`src/shared/adc_ctrl_pkg.sv`:
```
// ============================================================
// constants and types shared by the conversion control block
// ============================================================
package adc_ctrl_pkg;

  // system clock and instruction cycle timing
  localparam int CLOCK_PERIOD_NS = 50;
  localparam int INSTR_CYCLE_NS = 200;
  localparam int INSTR_CYCLE_CLOCKS =
    (INSTR_CYCLE_NS + CLOCK_PERIOD_NS - 1) / CLOCK_PERIOD_NS;

  // register byte offsets on the bus
  localparam logic [7:0] CTRL_OFFSET = 8'h00;
  localparam logic [7:0] CLKSEL_OFFSET = 8'h04;
  localparam logic [7:0] RESULT_HIGH_OFFSET = 8'h08;
  localparam logic [7:0] RESULT_LOW_OFFSET = 8'h0C;
  localparam logic [7:0] STATUS_OFFSET = 8'h10;

  // field positions
  localparam int ON_BIT = 0;
  localparam int GO_BIT = 1;
  localparam int CHAN_LSB = 2;
  localparam int REF_BIT = 6;
  localparam int JUSTIFY_BIT = 7;
  localparam int CLKDIV_LSB = 4;
  localparam int DONE_BIT = 0;

  // reset values
  localparam logic [7:0] CTRL_RESET = 8'h00;
  localparam logic [2:0] CLKSEL_RESET = 3'h0;
  localparam logic [9:0] RESULT_RESET = 10'h000;

  // conversion figures
  localparam int RESULT_BITS = 10;
  localparam logic [3:0] CONVERSION_TADS = 4'hB;
  localparam logic [1:0] HOLDOFF_TADS = 2'h2;
  localparam logic [9:0] FIRST_TRIAL = 10'h200;
  localparam logic [1:0] RC_CLOCK_CODE = 2'h3;

  // channel codes of the internal sources
  localparam logic [3:0] LADDER_CHANNEL = 4'hC;
  localparam logic [3:0] FIXED_LOW_CHANNEL = 4'hD;
  localparam logic [3:0] FIXED_HIGH_CHANNEL = 4'hE;

  typedef enum logic [2:0] {
    OFF_ST,
    ACQUIRE_ST,
    DELAY_ST,
    CONVERT_ST,
    HOLDOFF_ST,
    ASLEEP_ST
  } ctrl_state_type;

endpackage : adc_ctrl_pkg

```
`src/core/adc_conversion_ctrl.sv`:
```
// The APB slave port and the placing of the registers were chosen for this implementation.
`timescale 1ns/100ps
`default_nettype none
module adc_conversion_ctrl
  import adc_ctrl_pkg::*;
(
  input wire logic CLOCK_I,
  input wire logic RST_I,
  input wire logic PSEL_I,
  input wire logic PENABLE_I,
  input wire logic PWRITE_I,
  input wire logic [7:0] PADDR_I,
  input wire logic [31:0] PWDATA_I,
  output logic [31:0] PRDATA_O,
  output logic PREADY_O,
  output logic PSLVERR_O,
  input wire logic RC_CLOCK_I,
  input wire logic COMPARE_I,
  input wire logic SLEEP_I,
  input wire logic IRQ_ENABLE_I,
  input wire logic SPECIAL_TRIGGER_I,
  output logic CONVERTER_POWER_O,
  output logic SAMPLE_O,
  output logic [9:0] DAC_CODE_O,
  output logic [7:0] EXT_INPUT_SEL_O,
  output logic [2:0] INTERNAL_SEL_O,
  output logic REF_EXTERNAL_O,
  output logic TIMER_RESET_O,
  output logic WAKE_O,
  output logic DONE_FLAG_O
);

  // ==========================================================
  // state
  // ==========================================================
  ctrl_state_type state;
  ctrl_state_type next_state;
  logic converter_on;
  logic next_converter_on;
  logic go;
  logic next_go;
  logic result_justify;
  logic next_result_justify;
  logic positive_ref_select;
  logic next_positive_ref_select;
  logic [3:0] input_channel_select;
  logic [3:0] next_input_channel_select;
  logic [2:0] clock_divider;
  logic [2:0] next_clock_divider;
  logic done_flag;
  logic next_done_flag;
  logic [9:0] result_word;
  logic [9:0] next_result_word;
  logic [2:0] delay_count;
  logic [2:0] next_delay_count;
  logic [1:0] holdoff_count;
  logic [1:0] next_holdoff_count;
  logic pready;
  logic next_pready;
  logic [31:0] next_prdata;
  logic next_pslverr;
  logic next_power;
  logic next_sample;
  logic [7:0] next_ext_sel;
  logic [2:0] next_int_sel;
  logic next_timer_reset;
  logic next_wake;

  // ==========================================================
  // decode of bus access
  // ==========================================================
  logic setup;
  logic write_done;
  logic ctrl_write;
  logic sw_go_set;
  logic sw_go_clear;
  logic rc_selected;
  logic start_request;
  logic sar_start;
  logic sar_abort;
  logic sar_done;
  logic [9:0] sar_trial;
  logic tad_en;
  logic [7:0] read_byte;
  logic mapped;

  // a write lands only at the edge that completes the access
  assign setup = PSEL_I & ~PENABLE_I & ~pready;
  assign write_done = PSEL_I & PENABLE_I & pready & PWRITE_I;
  assign ctrl_write = write_done & (PADDR_I == CTRL_OFFSET);
  assign sw_go_set = ctrl_write & PWDATA_I[GO_BIT];
  assign sw_go_clear = ctrl_write & ~PWDATA_I[GO_BIT];
  assign rc_selected = clock_divider[1:0] == RC_CLOCK_CODE;

  // go set needs the converter already on, so a combined write
  // only switches the converter on
  assign start_request = converter_on & (state == ACQUIRE_ST)
    & (sw_go_set | SPECIAL_TRIGGER_I);

  // ==========================================================
  // submodules
  // ==========================================================
  tad_timebase timebase
  (
    .clock_i(CLOCK_I),
    .rst_i(RST_I),
    .clk_code_i(clock_divider),
    .restart_i(sar_start),
    .rc_clock_i(RC_CLOCK_I),
    .tad_en_o(tad_en)
  );

  sar_stepper stepper
  (
    .clock_i(CLOCK_I),
    .rst_i(RST_I),
    .tad_en_i(tad_en),
    .start_i(sar_start),
    .abort_i(sar_abort),
    .compare_i(COMPARE_I),
    .trial_o(sar_trial),
    .done_o(sar_done)
  );

  assign DAC_CODE_O = sar_trial;

  // ==========================================================
  // conversion sequencing
  // ==========================================================
  // one place decides go, state and the start/abort strobes
  always_comb
  begin
    next_state = state;
    next_go = go;
    next_delay_count = delay_count;
    next_holdoff_count = holdoff_count;
    next_result_word = result_word;
    next_wake = 1'b0;
    sar_start = 1'b0;
    sar_abort = 1'b0;
    next_done_flag = done_flag;
    if (write_done && PADDR_I == STATUS_OFFSET && PWDATA_I[DONE_BIT])
      next_done_flag = 1'b0;
    case (state)
      OFF_ST:
      begin
        next_go = 1'b0;
        if (converter_on)
          next_state = ACQUIRE_ST;
      end
      ACQUIRE_ST:
      begin
        if (SLEEP_I && !rc_selected)
          next_state = ASLEEP_ST;
        else if (start_request)
        begin
          next_go = 1'b1;
          if (rc_selected)
          begin
            // room for the sleep instruction first
            next_state = DELAY_ST;
            next_delay_count = 3'h0;
          end
          else
          begin
            next_state = CONVERT_ST;
            sar_start = 1'b1;
          end
        end
      end
      DELAY_ST:
      begin
        next_delay_count = 3'(delay_count + 3'h1);
        if (sw_go_clear)
        begin
          next_go = 1'b0;
          next_state = HOLDOFF_ST;
          next_holdoff_count = 2'h0;
        end
        else if (delay_count == 3'(INSTR_CYCLE_CLOCKS - 1))
        begin
          next_state = CONVERT_ST;
          sar_start = 1'b1;
        end
      end
      CONVERT_ST:
      begin
        // completion beats a clear landing in the same cycle
        if (sar_done)
        begin
          next_go = 1'b0;
          next_done_flag = 1'b1;
          next_result_word = sar_trial;
          next_wake = SLEEP_I & IRQ_ENABLE_I;
          if (SLEEP_I && !IRQ_ENABLE_I)
            next_state = ASLEEP_ST;
          else
            next_state = ACQUIRE_ST;
        end
        else if (SLEEP_I && !rc_selected)
        begin
          sar_abort = 1'b1;
          next_go = 1'b0;
          next_state = ASLEEP_ST;
        end
        else if (sw_go_clear)
        begin
          sar_abort = 1'b1;
          next_go = 1'b0;
          next_state = HOLDOFF_ST;
          next_holdoff_count = 2'h0;
        end
      end
      HOLDOFF_ST:
      begin
        if (tad_en)
          next_holdoff_count = 2'(holdoff_count + 2'h1);
        if (holdoff_count == HOLDOFF_TADS)
          next_state = ACQUIRE_ST;
      end
      ASLEEP_ST:
      begin
        if (!SLEEP_I)
          next_state = ACQUIRE_ST;
      end
      default:
      begin
        next_state = OFF_ST;
        next_go = 1'b0;
      end
    endcase
    // converter_on low forces OFF_ST and clears go at once, and aborts a conversion unless it completes in that cycle
    if (!converter_on)
    begin
      next_state = OFF_ST;
      next_go = 1'b0;
      sar_abort = (state == CONVERT_ST) & ~sar_done;
    end
  end

  always_ff @(posedge CLOCK_I)
  begin
    if (RST_I)
    begin
      state <= OFF_ST;
      go <= 1'b0;
      delay_count <= 3'h0;
      holdoff_count <= 2'h0;
      result_word <= RESULT_RESET;
      done_flag <= 1'b0;
      WAKE_O <= 1'b0;
    end
    else
    begin
      state <= next_state;
      go <= next_go;
      delay_count <= next_delay_count;
      holdoff_count <= next_holdoff_count;
      result_word <= next_result_word;
      done_flag <= next_done_flag;
      WAKE_O <= next_wake;
    end
  end

  // ==========================================================
  // configuration registers
  // ==========================================================
  always_comb
  begin
    next_converter_on = converter_on;
    next_result_justify = result_justify;
    next_positive_ref_select = positive_ref_select;
    next_input_channel_select = input_channel_select;
    next_clock_divider = clock_divider;
    if (ctrl_write)
    begin
      next_converter_on = PWDATA_I[ON_BIT];
      next_result_justify = PWDATA_I[JUSTIFY_BIT];
      next_positive_ref_select = PWDATA_I[REF_BIT];
      next_input_channel_select = PWDATA_I[CHAN_LSB +: 4];
    end
    if (write_done && PADDR_I == CLKSEL_OFFSET)
      next_clock_divider = PWDATA_I[CLKDIV_LSB +: 3];
  end

  always_ff @(posedge CLOCK_I)
  begin
    if (RST_I)
    begin
      converter_on <= CTRL_RESET[ON_BIT];
      result_justify <= CTRL_RESET[JUSTIFY_BIT];
      positive_ref_select <= CTRL_RESET[REF_BIT];
      input_channel_select <= CTRL_RESET[CHAN_LSB +: 4];
      clock_divider <= CLKSEL_RESET;
    end
    else
    begin
      converter_on <= next_converter_on;
      result_justify <= next_result_justify;
      positive_ref_select <= next_positive_ref_select;
      input_channel_select <= next_input_channel_select;
      clock_divider <= next_clock_divider;
    end
  end

  // ==========================================================
  // register read and bus answer
  // ==========================================================
  // result layout follows the justify bit at read time
  always_comb
  begin
    mapped = 1'b1;
    read_byte = 8'h00;
    case (PADDR_I)
      CTRL_OFFSET:
        read_byte = {result_justify, positive_ref_select,
          input_channel_select, go, converter_on};
      CLKSEL_OFFSET:
        read_byte = {1'b0, clock_divider, 4'h0};
      RESULT_HIGH_OFFSET:
        if (result_justify)
          read_byte = {6'h00, result_word[9:8]};
        else
          read_byte = result_word[9:2];
      RESULT_LOW_OFFSET:
        if (result_justify)
          read_byte = result_word[7:0];
        else
          read_byte = {result_word[1:0], 6'h00};
      STATUS_OFFSET:
        read_byte = {7'h00, done_flag};
      default:
        mapped = 1'b0;
    endcase
    // zero wait states: ready rises in the access cycle
    next_pready = setup;
    next_prdata = setup ? {24'h000000, read_byte} : 32'h00000000;
    next_pslverr = setup & ~mapped;
  end

  always_ff @(posedge CLOCK_I)
  begin
    if (RST_I)
    begin
      pready <= 1'b0;
      PRDATA_O <= 32'h00000000;
      PSLVERR_O <= 1'b0;
    end
    else
    begin
      pready <= next_pready;
      PRDATA_O <= next_prdata;
      PSLVERR_O <= next_pslverr;
    end
  end

  assign PREADY_O = pready;

  // ==========================================================
  // analog side controls, all registered
  // ==========================================================
  // reserved channel codes connect nothing to the sampler
  always_comb
  begin
    next_ext_sel = 8'h00;
    if (!input_channel_select[3])
      next_ext_sel[input_channel_select[2:0]] = 1'b1;
    next_int_sel = {input_channel_select == FIXED_HIGH_CHANNEL,
      input_channel_select == FIXED_LOW_CHANNEL,
      input_channel_select == LADDER_CHANNEL};
    next_power = converter_on & (next_state != OFF_ST)
      & (next_state != ASLEEP_ST);
    next_sample = (next_state == ACQUIRE_ST)
      | (next_state == DELAY_ST);
    next_timer_reset = SPECIAL_TRIGGER_I;
  end

  always_ff @(posedge CLOCK_I)
  begin
    if (RST_I)
    begin
      CONVERTER_POWER_O <= 1'b0;
      SAMPLE_O <= 1'b0;
      EXT_INPUT_SEL_O <= 8'h00;
      INTERNAL_SEL_O <= 3'h0;
      REF_EXTERNAL_O <= 1'b0;
      TIMER_RESET_O <= 1'b0;
      DONE_FLAG_O <= 1'b0;
    end
    else
    begin
      CONVERTER_POWER_O <= next_power;
      SAMPLE_O <= next_sample;
      EXT_INPUT_SEL_O <= next_ext_sel;
      INTERNAL_SEL_O <= next_int_sel;
      REF_EXTERNAL_O <= positive_ref_select;
      TIMER_RESET_O <= next_timer_reset;
      DONE_FLAG_O <= next_done_flag;
    end
  end

endmodule : adc_conversion_ctrl
`default_nettype wire

```
`src/core/tad_timebase.sv`:
```
`timescale 1ns/100ps
`default_nettype none
// ============================================================
// bit conversion period enable from divider or rc clock pin
// ============================================================
module tad_timebase
  import adc_ctrl_pkg::*;
(
  input wire logic clock_i,
  input wire logic rst_i,
  input wire logic [2:0] clk_code_i,
  input wire logic restart_i,
  input wire logic rc_clock_i,
  output logic tad_en_o
);

  logic [1:0] rc_sync;
  logic [1:0] next_rc_sync;
  logic rc_prev;
  logic next_rc_prev;
  logic [5:0] count;
  logic [5:0] next_count;
  logic next_tad_en;
  logic [2:0] shift;
  logic [5:0] mask;

  // code order maps to a power of two: 000,100,001,101,010,110
  assign shift = 3'({clk_code_i[1:0], clk_code_i[2]} + 3'h1);
  assign mask = 6'((7'h01 << shift) - 7'h01);

  // rc pin passes two flops before the edge detector reads it
  always_comb
  begin
    next_rc_sync = {rc_sync[0], rc_clock_i};
    next_rc_prev = rc_sync[1];
    next_count = restart_i ? 6'h00 : 6'(count + 6'h01);
    if (clk_code_i[1:0] == RC_CLOCK_CODE)
      next_tad_en = rc_sync[1] & ~rc_prev;
    else
      next_tad_en = ~restart_i & ((count & mask) == mask);
  end

  always_ff @(posedge clock_i)
  begin
    if (rst_i)
    begin
      rc_sync <= 2'h0;
      rc_prev <= 1'b0;
      count <= 6'h00;
      tad_en_o <= 1'b0;
    end
    else
    begin
      rc_sync <= next_rc_sync;
      rc_prev <= next_rc_prev;
      count <= next_count;
      tad_en_o <= next_tad_en;
    end
  end

endmodule : tad_timebase
`default_nettype wire

```
`src/core/sar_stepper.sv`:
```
`timescale 1ns/100ps
`default_nettype none
// ============================================================
// successive approximation stepper, one step per bit period
// ============================================================
module sar_stepper
  import adc_ctrl_pkg::*;
(
  input wire logic clock_i,
  input wire logic rst_i,
  input wire logic tad_en_i,
  input wire logic start_i,
  input wire logic abort_i,
  input wire logic compare_i,
  output logic [9:0] trial_o,
  output logic done_o
);

  logic [1:0] cmp_sync;
  logic [1:0] next_cmp_sync;
  logic active;
  logic next_active;
  logic [3:0] step;
  logic [3:0] next_step;
  logic [9:0] next_trial;
  logic next_done;
  logic [3:0] idx;

  assign idx = 4'(4'hA - step);

  // step 0 is the hold period, steps 1..10 decide bits 9..0
  always_comb
  begin
    next_cmp_sync = {cmp_sync[0], compare_i};
    next_active = active;
    next_step = step;
    next_trial = trial_o;
    next_done = 1'b0;
    if (abort_i)
      next_active = 1'b0;
    else if (start_i)
    begin
      next_active = 1'b1;
      next_step = 4'h0;
      next_trial = FIRST_TRIAL;
    end
    else if (active && tad_en_i)
    begin
      next_step = 4'(step + 4'h1);
      if (step != 4'h0)
      begin
        for (int i = 0; i < RESULT_BITS; i++)
        begin
          if (4'(i) == idx)
            next_trial[i] = cmp_sync[1];
          if (4'(i + 1) == idx)
            next_trial[i] = 1'b1;
        end
      end
      // last step: eleven periods in all
      if (step == 4'(CONVERSION_TADS - 4'h1))
      begin
        next_done = 1'b1;
        next_active = 1'b0;
      end
    end
  end

  always_ff @(posedge clock_i)
  begin
    if (rst_i)
    begin
      cmp_sync <= 2'h0;
      active <= 1'b0;
      step <= 4'h0;
      trial_o <= 10'h000;
      done_o <= 1'b0;
    end
    else
    begin
      cmp_sync <= next_cmp_sync;
      active <= next_active;
      step <= next_step;
      trial_o <= next_trial;
      done_o <= next_done;
    end
  end

endmodule : sar_stepper
`default_nettype wire

```
`config.mk`:
```
export PLATFORM = sky130hd
export DESIGN_NAME = adc_conversion_ctrl
export DESIGN_NICKNAME = d
export VERILOG_FILES = /design/src/shared/adc_ctrl_pkg.sv /design/src/core/adc_conversion_ctrl.sv /design/src/core/tad_timebase.sv /design/src/core/sar_stepper.sv
export SDC_FILE = /design/constraint.sdc
export NUM_CORES = 1
export LEC_CHECK = 0
export BUFFER_PORTS_ARGS = -buffer_cell sky130_fd_sc_hd__buf_4
export CAP_MARGIN = 0
export CORE_MARGIN = 4
export CORE_UTILIZATION = 45
export CTS_BUF_LIST = sky130_fd_sc_hd__clkbuf_8
export DETAILED_ROUTE_END_ITERATION = 16
export MAX_ROUTING_LAYER = met4
export PLACE_DENSITY = 0.7
export SYNTH_ARGS = -nofsm -noshare
export SYNTH_HDL_FRONTEND = slang
export SYNTH_SLANG_ARGS = --single-unit
```
`constraint.sdc`:
```
create_clock -name CLOCK_I -period 5.37 [get_ports CLOCK_I]
set_input_delay 0.2685 -clock CLOCK_I [delete_from_list [all_inputs] [get_ports CLOCK_I]]
set_output_delay 0.2685 -clock CLOCK_I [all_outputs]
set_load 0.005 [all_outputs]
```
* Word-level counts from Yosys, hierarchy flattened
Index checks and enable logic that the tools add are counted.
Word-level totals: register bits 108, logic and storage cells 251
Operators by class: add/subtract/negate cells 7, $lt $le $gt $ge 2, equal/unequal tests 36, shift-type cells 1, mux-type cells 78, bitwise logic cells 33, reduce and logical (&&, ||, !) cells 54
Operators by type and width (count):
- $reduce_and 4->1 | 12
- $mux 1 | 46
- $mux 3 | 14
- $pmux 8 s5 | 1
- $reduce_bool 3->1 | 12
- $mux 10 | 3
- $pmux 3 s6 | 1
- $and 1x1->1 | 17
- $eq 3x4->1 const A | 4
- $eq 4x4->1 const B | 4
- $eq 8x4->1 const B | 2
- $mux 8 | 2
- $not 1->1 | 13
- $eq 3x2->1 const B | 4
- $eq 4x4->1 const A | 3
- $reduce_or 2->1 | 6
- $ne 2x2->1 const B | 5
- $eq 2x4->1 const A | 2
- $eq 8x3->1 const B | 1
- $eq 8x5->1 const B | 1
- $logic_not 8->1 | 1
- $mux 2 | 4
- $mux 4 | 2
- $reduce_bool 2->1 | 4
- other kinds (33) | 47

* Logic depth before layout (Yosys ltp)
depth after elaboration 14, depth in mapped cells 10, gate-level depth less buffers 9

* Cells and area by module
Synthesis repeated with hierarchy kept, for this count alone.
Second synthesis, totals: cells, all modules 490, area, all modules 4230.3 µm²
Modules (own cells, without submodules):
- adc_conversion_ctrl | times used 1, cells each 309, area each 2671.3 µm²
- sar_stepper | times used 1, cells each 141, area each 1171.1 µm²
- tad_timebase | times used 1, cells each 40, area each 387.9 µm²

* Least setup slack after synthesis
No wires, ideal clock.
kind register to register, start point register clock_divider[0], end point register timebase.tad_en_o, arrival 2.222 ns, required time 5.297 ns, slack 3.075 ns, stages on the path, launching flop included 11, cell sequence dfxtp_1 clkbuf_1 and2_1 ha_1 nand2_1 ha_1 a21boi_0 xnor2_1 o22ai_1 or4_1 o22ai_2
Between the ends: longest elaborated chain between the ends 8, elaborated cells on any way between the ends 15, those cells by class 2 x add/sub; 2 x eq/ne; 1 x shift; 5 x mux; 3 x bitwise; 2 x reduce/logical
RTL lines:
- start, declared | RTL line adc_conversion_ctrl.sv:48 | logic [2:0] clock_divider;
- start signal, assigned | RTL line adc_conversion_ctrl.sv:302 | clock_divider <= next_clock_divider;
- parallel branches: the longest is 7 deep, another holds $sub 6x1->6
- $mux 1 (*) | RTL line tad_timebase.sv:37 | if (clk_code_i[1:0] == RC_CLOCK_CODE)
- end signal, assigned | RTL line tad_timebase.sv:57 | tad_en_o <= next_tad_en;
- end, declared | RTL line tad_timebase.sv:14 | output logic tad_en_o
Every way passes the cells marked *. A chain may end at the register's enable or synchronous reset.

* Worst setup path after layout
start point input port PADDR_I[3], end point register timebase.tad_en_o
Between the ends: longest elaborated chain between the ends 11, elaborated cells on any way between the ends 13, those cells by class 5 x mux; 7 x bitwise; 1 x reduce/logical
RTL lines:
- start, declared | RTL line adc_conversion_ctrl.sv:12 | input wire logic [7:0] PADDR_I,
- $logic_not 8->1 (*) | RTL line adc_conversion_ctrl.sv:90 | assign ctrl_write = write_done & (PADDR_I == CTRL_OFFSET);
- $and 1x1->1 (*) | RTL line adc_conversion_ctrl.sv:90
- $and 1x1->1 | RTL line adc_conversion_ctrl.sv:91 | assign sw_go_set = ctrl_write & PWDATA_I[GO_BIT];
- $or 1x1->1 | RTL line adc_conversion_ctrl.sv:98 | & (sw_go_set | SPECIAL_TRIGGER_I);
- $and 1x1->1 | RTL line adc_conversion_ctrl.sv:98
- $mux 1 | RTL line adc_conversion_ctrl.sv:155 | else if (start_request)
- $mux 1 | RTL line adc_conversion_ctrl.sv:153 | if (SLEEP_I && !rc_selected)
- $pmux 1 s2 (*) | RTL line adc_conversion_ctrl.sv:144 | case (state)
- $not 1->1 (*) | RTL line tad_timebase.sv:40 | next_tad_en = ~restart_i & ((count & mask) == mask);
- $and 1x1->1 (*) | RTL line tad_timebase.sv:40
- $mux 1 (*) | RTL line tad_timebase.sv:37
Every way passes the cells marked *; elsewhere a longest branch is shown, timed or not.

==> run metrics <==
Overflow after GRT=0; final setup violation count=0; drt drc=0; total count of hold-check failures in the final report=0; minimum clock period after layout=between 2 and 3 ns; die span in x=roughly 100 um; power after layout=about 1.1 mW; global-route wire length before repair=around 15000 um; final routed wire length divided by cell count=between 10 and 15 um; clock buffer count from CTS=9; fin. max-slew vios=0; number of vias per cell after detailed routing=around 5.4; Total Die Area=around 11000 um2; # Post-CTS Setup Buffers=0; Rel. slew slack=0.4736; gate count of the mapped netlist=480; starting density of the core=0.4667; largest net degree at the start of global routing=45; leading post-synthesis cells by cell area=sky130_fd_sc_hd__dfxtp_1 (41%), sky130_fd_sc_hd__nor2_1 (5.3%), sky130_fd_sc_hd__a21oi_1 (5.1%); antenna cell count=0; last weighted congestion value of the routability-driven placer=around 0.86; required time of the critical path=between 5 and 6 ns; # IOs=between 100 and 150; total buffers and inverters traversed by the critical path=1; layout cells sized above 1=0.1772; clock tree from TritonCTS=built; via count of the first global-routing pass=between 3000 and 4000; reg-to-reg critical path startpoint=PREADY_O; Clock Sink Count=between 80 and 90; total track usage=0.1813; unrepaired setup endpoints after global routing=no; library cell occupying the most area in the post-synthesis netlist=sky130_fd_sc_hd__dfxtp_1; static leakage power=1.785 nW; post-synthesis cell type count=between 60 and 70; slew of the pin with the lowest slew margin=0.7896 ns; critical path, cell by cell=buf_4 > or4_4 > nor4_1 > nor2_1 > o41ai_2 > or2_1 > o22ai_2; number of H-tree branching levels=3; maximum vdd drop=about 0.16 mV; total vias in the final route=roughly 3500; share of the cycle needed by the critical path after routing=0.5233; worst min-delay path startpoint=RC_CLOCK_I; Worst Path Class, Setup=in2reg; Worst Setup End Kind=flip-flop; maximum clock rate=around 0.36 GHz; number of gates given a new drive strength after cts=0; fraction of synthesized cell area taken by the top area cell type=0.4111; crit-path max FO=21; number of maximum-capacitance violations=0; antenna violations before repair=0; row count=34; root buffer cell=sky130_fd_sc_hd__clkbuf_8; CP max stage cell=sky130_fd_sc_hd__or2_1; dominant synthesized flop cell=sky130_fd_sc_hd__dfxtp_1; type of origin of the critical path=input pin; number of synthesized register bits=84; number of flops mapped to enable cells by yosys=0; CTS Buffer Depth=2; sequential element share of the synthesized area=0.4111; aggregate negative setup slack=0 ns; kind of cell adding the most delay to the critical path=simple AND/OR/NAND/NOR gates; CP arrival=around 3 ns; fraction of the core area covered by cells at the end of the flow=0.5366; CTS Hold Buffers Added=0; launch point of the critical path=PADDR_I[3]; Synth Warn #=0; area of the mapped netlist=between 4000 and 5000 um2; slowest cell delay on critical path=0.69 ns; maximum clock skew at final layout=around 0.012 ns; area of the core=8763 um2; async set or reset register ratio after synthesis=0; Detailed Routing Iterations Pass 1=6; Post-DP HPWL=between 7000 and 8000 um; Die Span Y=103.3 um; ANT nets after route=0; clock transition at the register clock pins on the worst setup and hold paths after CTS=about 0.080 ns; outcome=complete, no violations; power per cell area=roughly 240 nW/um2; total length of routed wires=approximately 9500 um; average footprint of a synthesized cell=~8.5 um2; number of nets at the end of the flow=slightly below 600; Area Overhead vs Synth=14.96%; Buffers on Ports=between 60 and 70; clock latency of the later-clocked register in the worst-skew pair=between 0.3 and 0.4 ns; number of DRC violations after detailed-routing iteration 0=~180; path category of the worst min-delay check=in2reg
[layout by cell type (no fill, tap or decap), types with 8 or more instances in the layout]
cell | Yosys | final
sky130_fd_sc_hd__a21oi_1 | 42 | 42
sky130_fd_sc_hd__buf_4 | 25 | 62
sky130_fd_sc_hd__clkbuf_8 | 0 | 10
sky130_fd_sc_hd__conb_1 | 1 | 24
sky130_fd_sc_hd__dfxtp_1 | 84 | 84
sky130_fd_sc_hd__ha_1 | 13 | 13
sky130_fd_sc_hd__inv_1 | 9 | 10
sky130_fd_sc_hd__mux2i_1 | 10 | 10
sky130_fd_sc_hd__nand2_1 | 53 | 53
sky130_fd_sc_hd__nand2b_1 | 8 | 8
sky130_fd_sc_hd__nand3_1 | 15 | 15
sky130_fd_sc_hd__nor2_1 | 58 | 58
sky130_fd_sc_hd__nor2b_1 | 13 | 13
sky130_fd_sc_hd__nor3_1 | 12 | 12
sky130_fd_sc_hd__o21ai_0 | 12 | 12
sky130_fd_sc_hd__xnor2_1 | 9 | 9
[stage by stage]
stage | instance area (um2) | hold slack, ns | cells | setup WS [ns]
2_1_floorplan | 4177 | 0.3657 | 503 | 3.075
3_3_place_gp | 4511 | 0.3971 | 629 | 2.291
6_report | 4702 | 0.1360 | 644 | 2.560
5_1_grt | 4702 | 0.1151 | 644 | 2.428
3_5_place_dp | 4511 | 0.4027 | 629 | 2.283
4_1_cts | 4702 | 0.1216 | 644 | 2.625
[path summary, 6_finish.rpt]
path                            slack (ns)  cells after the start             endpoint
worst max register to register        2.69                      6    timebase.tad_en_o
worst min register to register        0.42                      1    timebase.tad_en_o
worst min-delay path                  0.14                      2  timebase.rc_sync[0]
worst max-delay path                  2.56                      7    timebase.tad_en_o
[power by group]
| part | internal, mW | total (mW) | switching [mW] |
|---|---|---|---|
| logic | 0.0216 | 0.0497 | 0.0281 |
| registers | 0.628 | 0.631 | 0.00371 |
| clock network | 0.223 | 0.439 | 0.217 |
[cells in the mapped netlist, types with 3 or more instances]
cell type                  count
sky130_fd_sc_hd__and2_1        6
sky130_fd_sc_hd__nor3_1       12
sky130_fd_sc_hd__o21ai_0      12
sky130_fd_sc_hd__nand4b_1      3
sky130_fd_sc_hd__nand3b_1      5
sky130_fd_sc_hd__o22ai_1       5
sky130_fd_sc_hd__xnor2_1       9
sky130_fd_sc_hd__nor2_1       58
sky130_fd_sc_hd__buf_4        25
sky130_fd_sc_hd__nor4b_1       4
sky130_fd_sc_hd__a211oi_1      5
sky130_fd_sc_hd__a21oi_1      42
sky130_fd_sc_hd__ha_1         13
sky130_fd_sc_hd__nand4_1       3
sky130_fd_sc_hd__dfxtp_1      84
sky130_fd_sc_hd__nor2b_1      13
sky130_fd_sc_hd__nor4_1        3
sky130_fd_sc_hd__or2_2         3
sky130_fd_sc_hd__nor3b_1       3
sky130_fd_sc_hd__a222oi_1      4
sky130_fd_sc_hd__mux2i_1      10
sky130_fd_sc_hd__xor2_1        5
sky130_fd_sc_hd__nand2b_1      8
sky130_fd_sc_hd__nand3_1      15
sky130_fd_sc_hd__a21boi_0      3
sky130_fd_sc_hd__mux2_2        3
sky130_fd_sc_hd__clkbuf_1     17
sky130_fd_sc_hd__nand2_1      53
sky130_fd_sc_hd__and3_1        5
sky130_fd_sc_hd__inv_1         9
[kinds of logic after synthesis]
logic type | after synthesis | share of synthesized area
and+or+nand+nor | 206 | 0.2560
AOI/OAI and AO/OA | 96 | 0.1560
DFF | 84 | 0.4111
buffers and inverters | 53 | 0.07341
xor gates and xnor gates | 14 | 0.02998
adders and majority gates | 13 | 0.03977
muxes | 13 | 0.03273
other | 1 | 0.0009168
[final cells by class]
type / count / area, um2
Inverter: 9 / 33.78
Tap cell: 108 / 135.1
Clock inverter: 5 / 53.80
Multi-Input combinational cell: 366 / 2195
Clock buffer: 10 / 137.6
Fill cell: 828 / 4061
Sequential cell: 84 / 1682
Timing Repair Buffer: 62 / 465.4
[metal layers]
| metal | up-vias | GRT usage | share of wire |
|---|---|---|---|
| met3 | 16 | 0.03353 | 0.076 |
| met4 | 0 | 0.05279 | 0.017 |
| met1 | 1617 | 0.2247 | 0.42 |
| met5 | - | - | 0 |
| met2 | 123 | 0.3019 | 0.49 |
| li1 | 1735 | - | - |
[flip-flops by register name (all words and copies together), names as in the netlist, 2 cells and up]
signal and count:
timebase.rc_sync 2, state 3, holdoff_count 2, stepper.cmp_sync 2
result_word 10, input_channel_select 4, INTERNAL_SEL_O 3, PRDATA_O 8
stepper.trial_o 10, stepper.step 4, EXT_INPUT_SEL_O 8, clock_divider 3
delay_count 3, timebase.count 6
No activity file was read; power rests on OpenSTA's default activity.
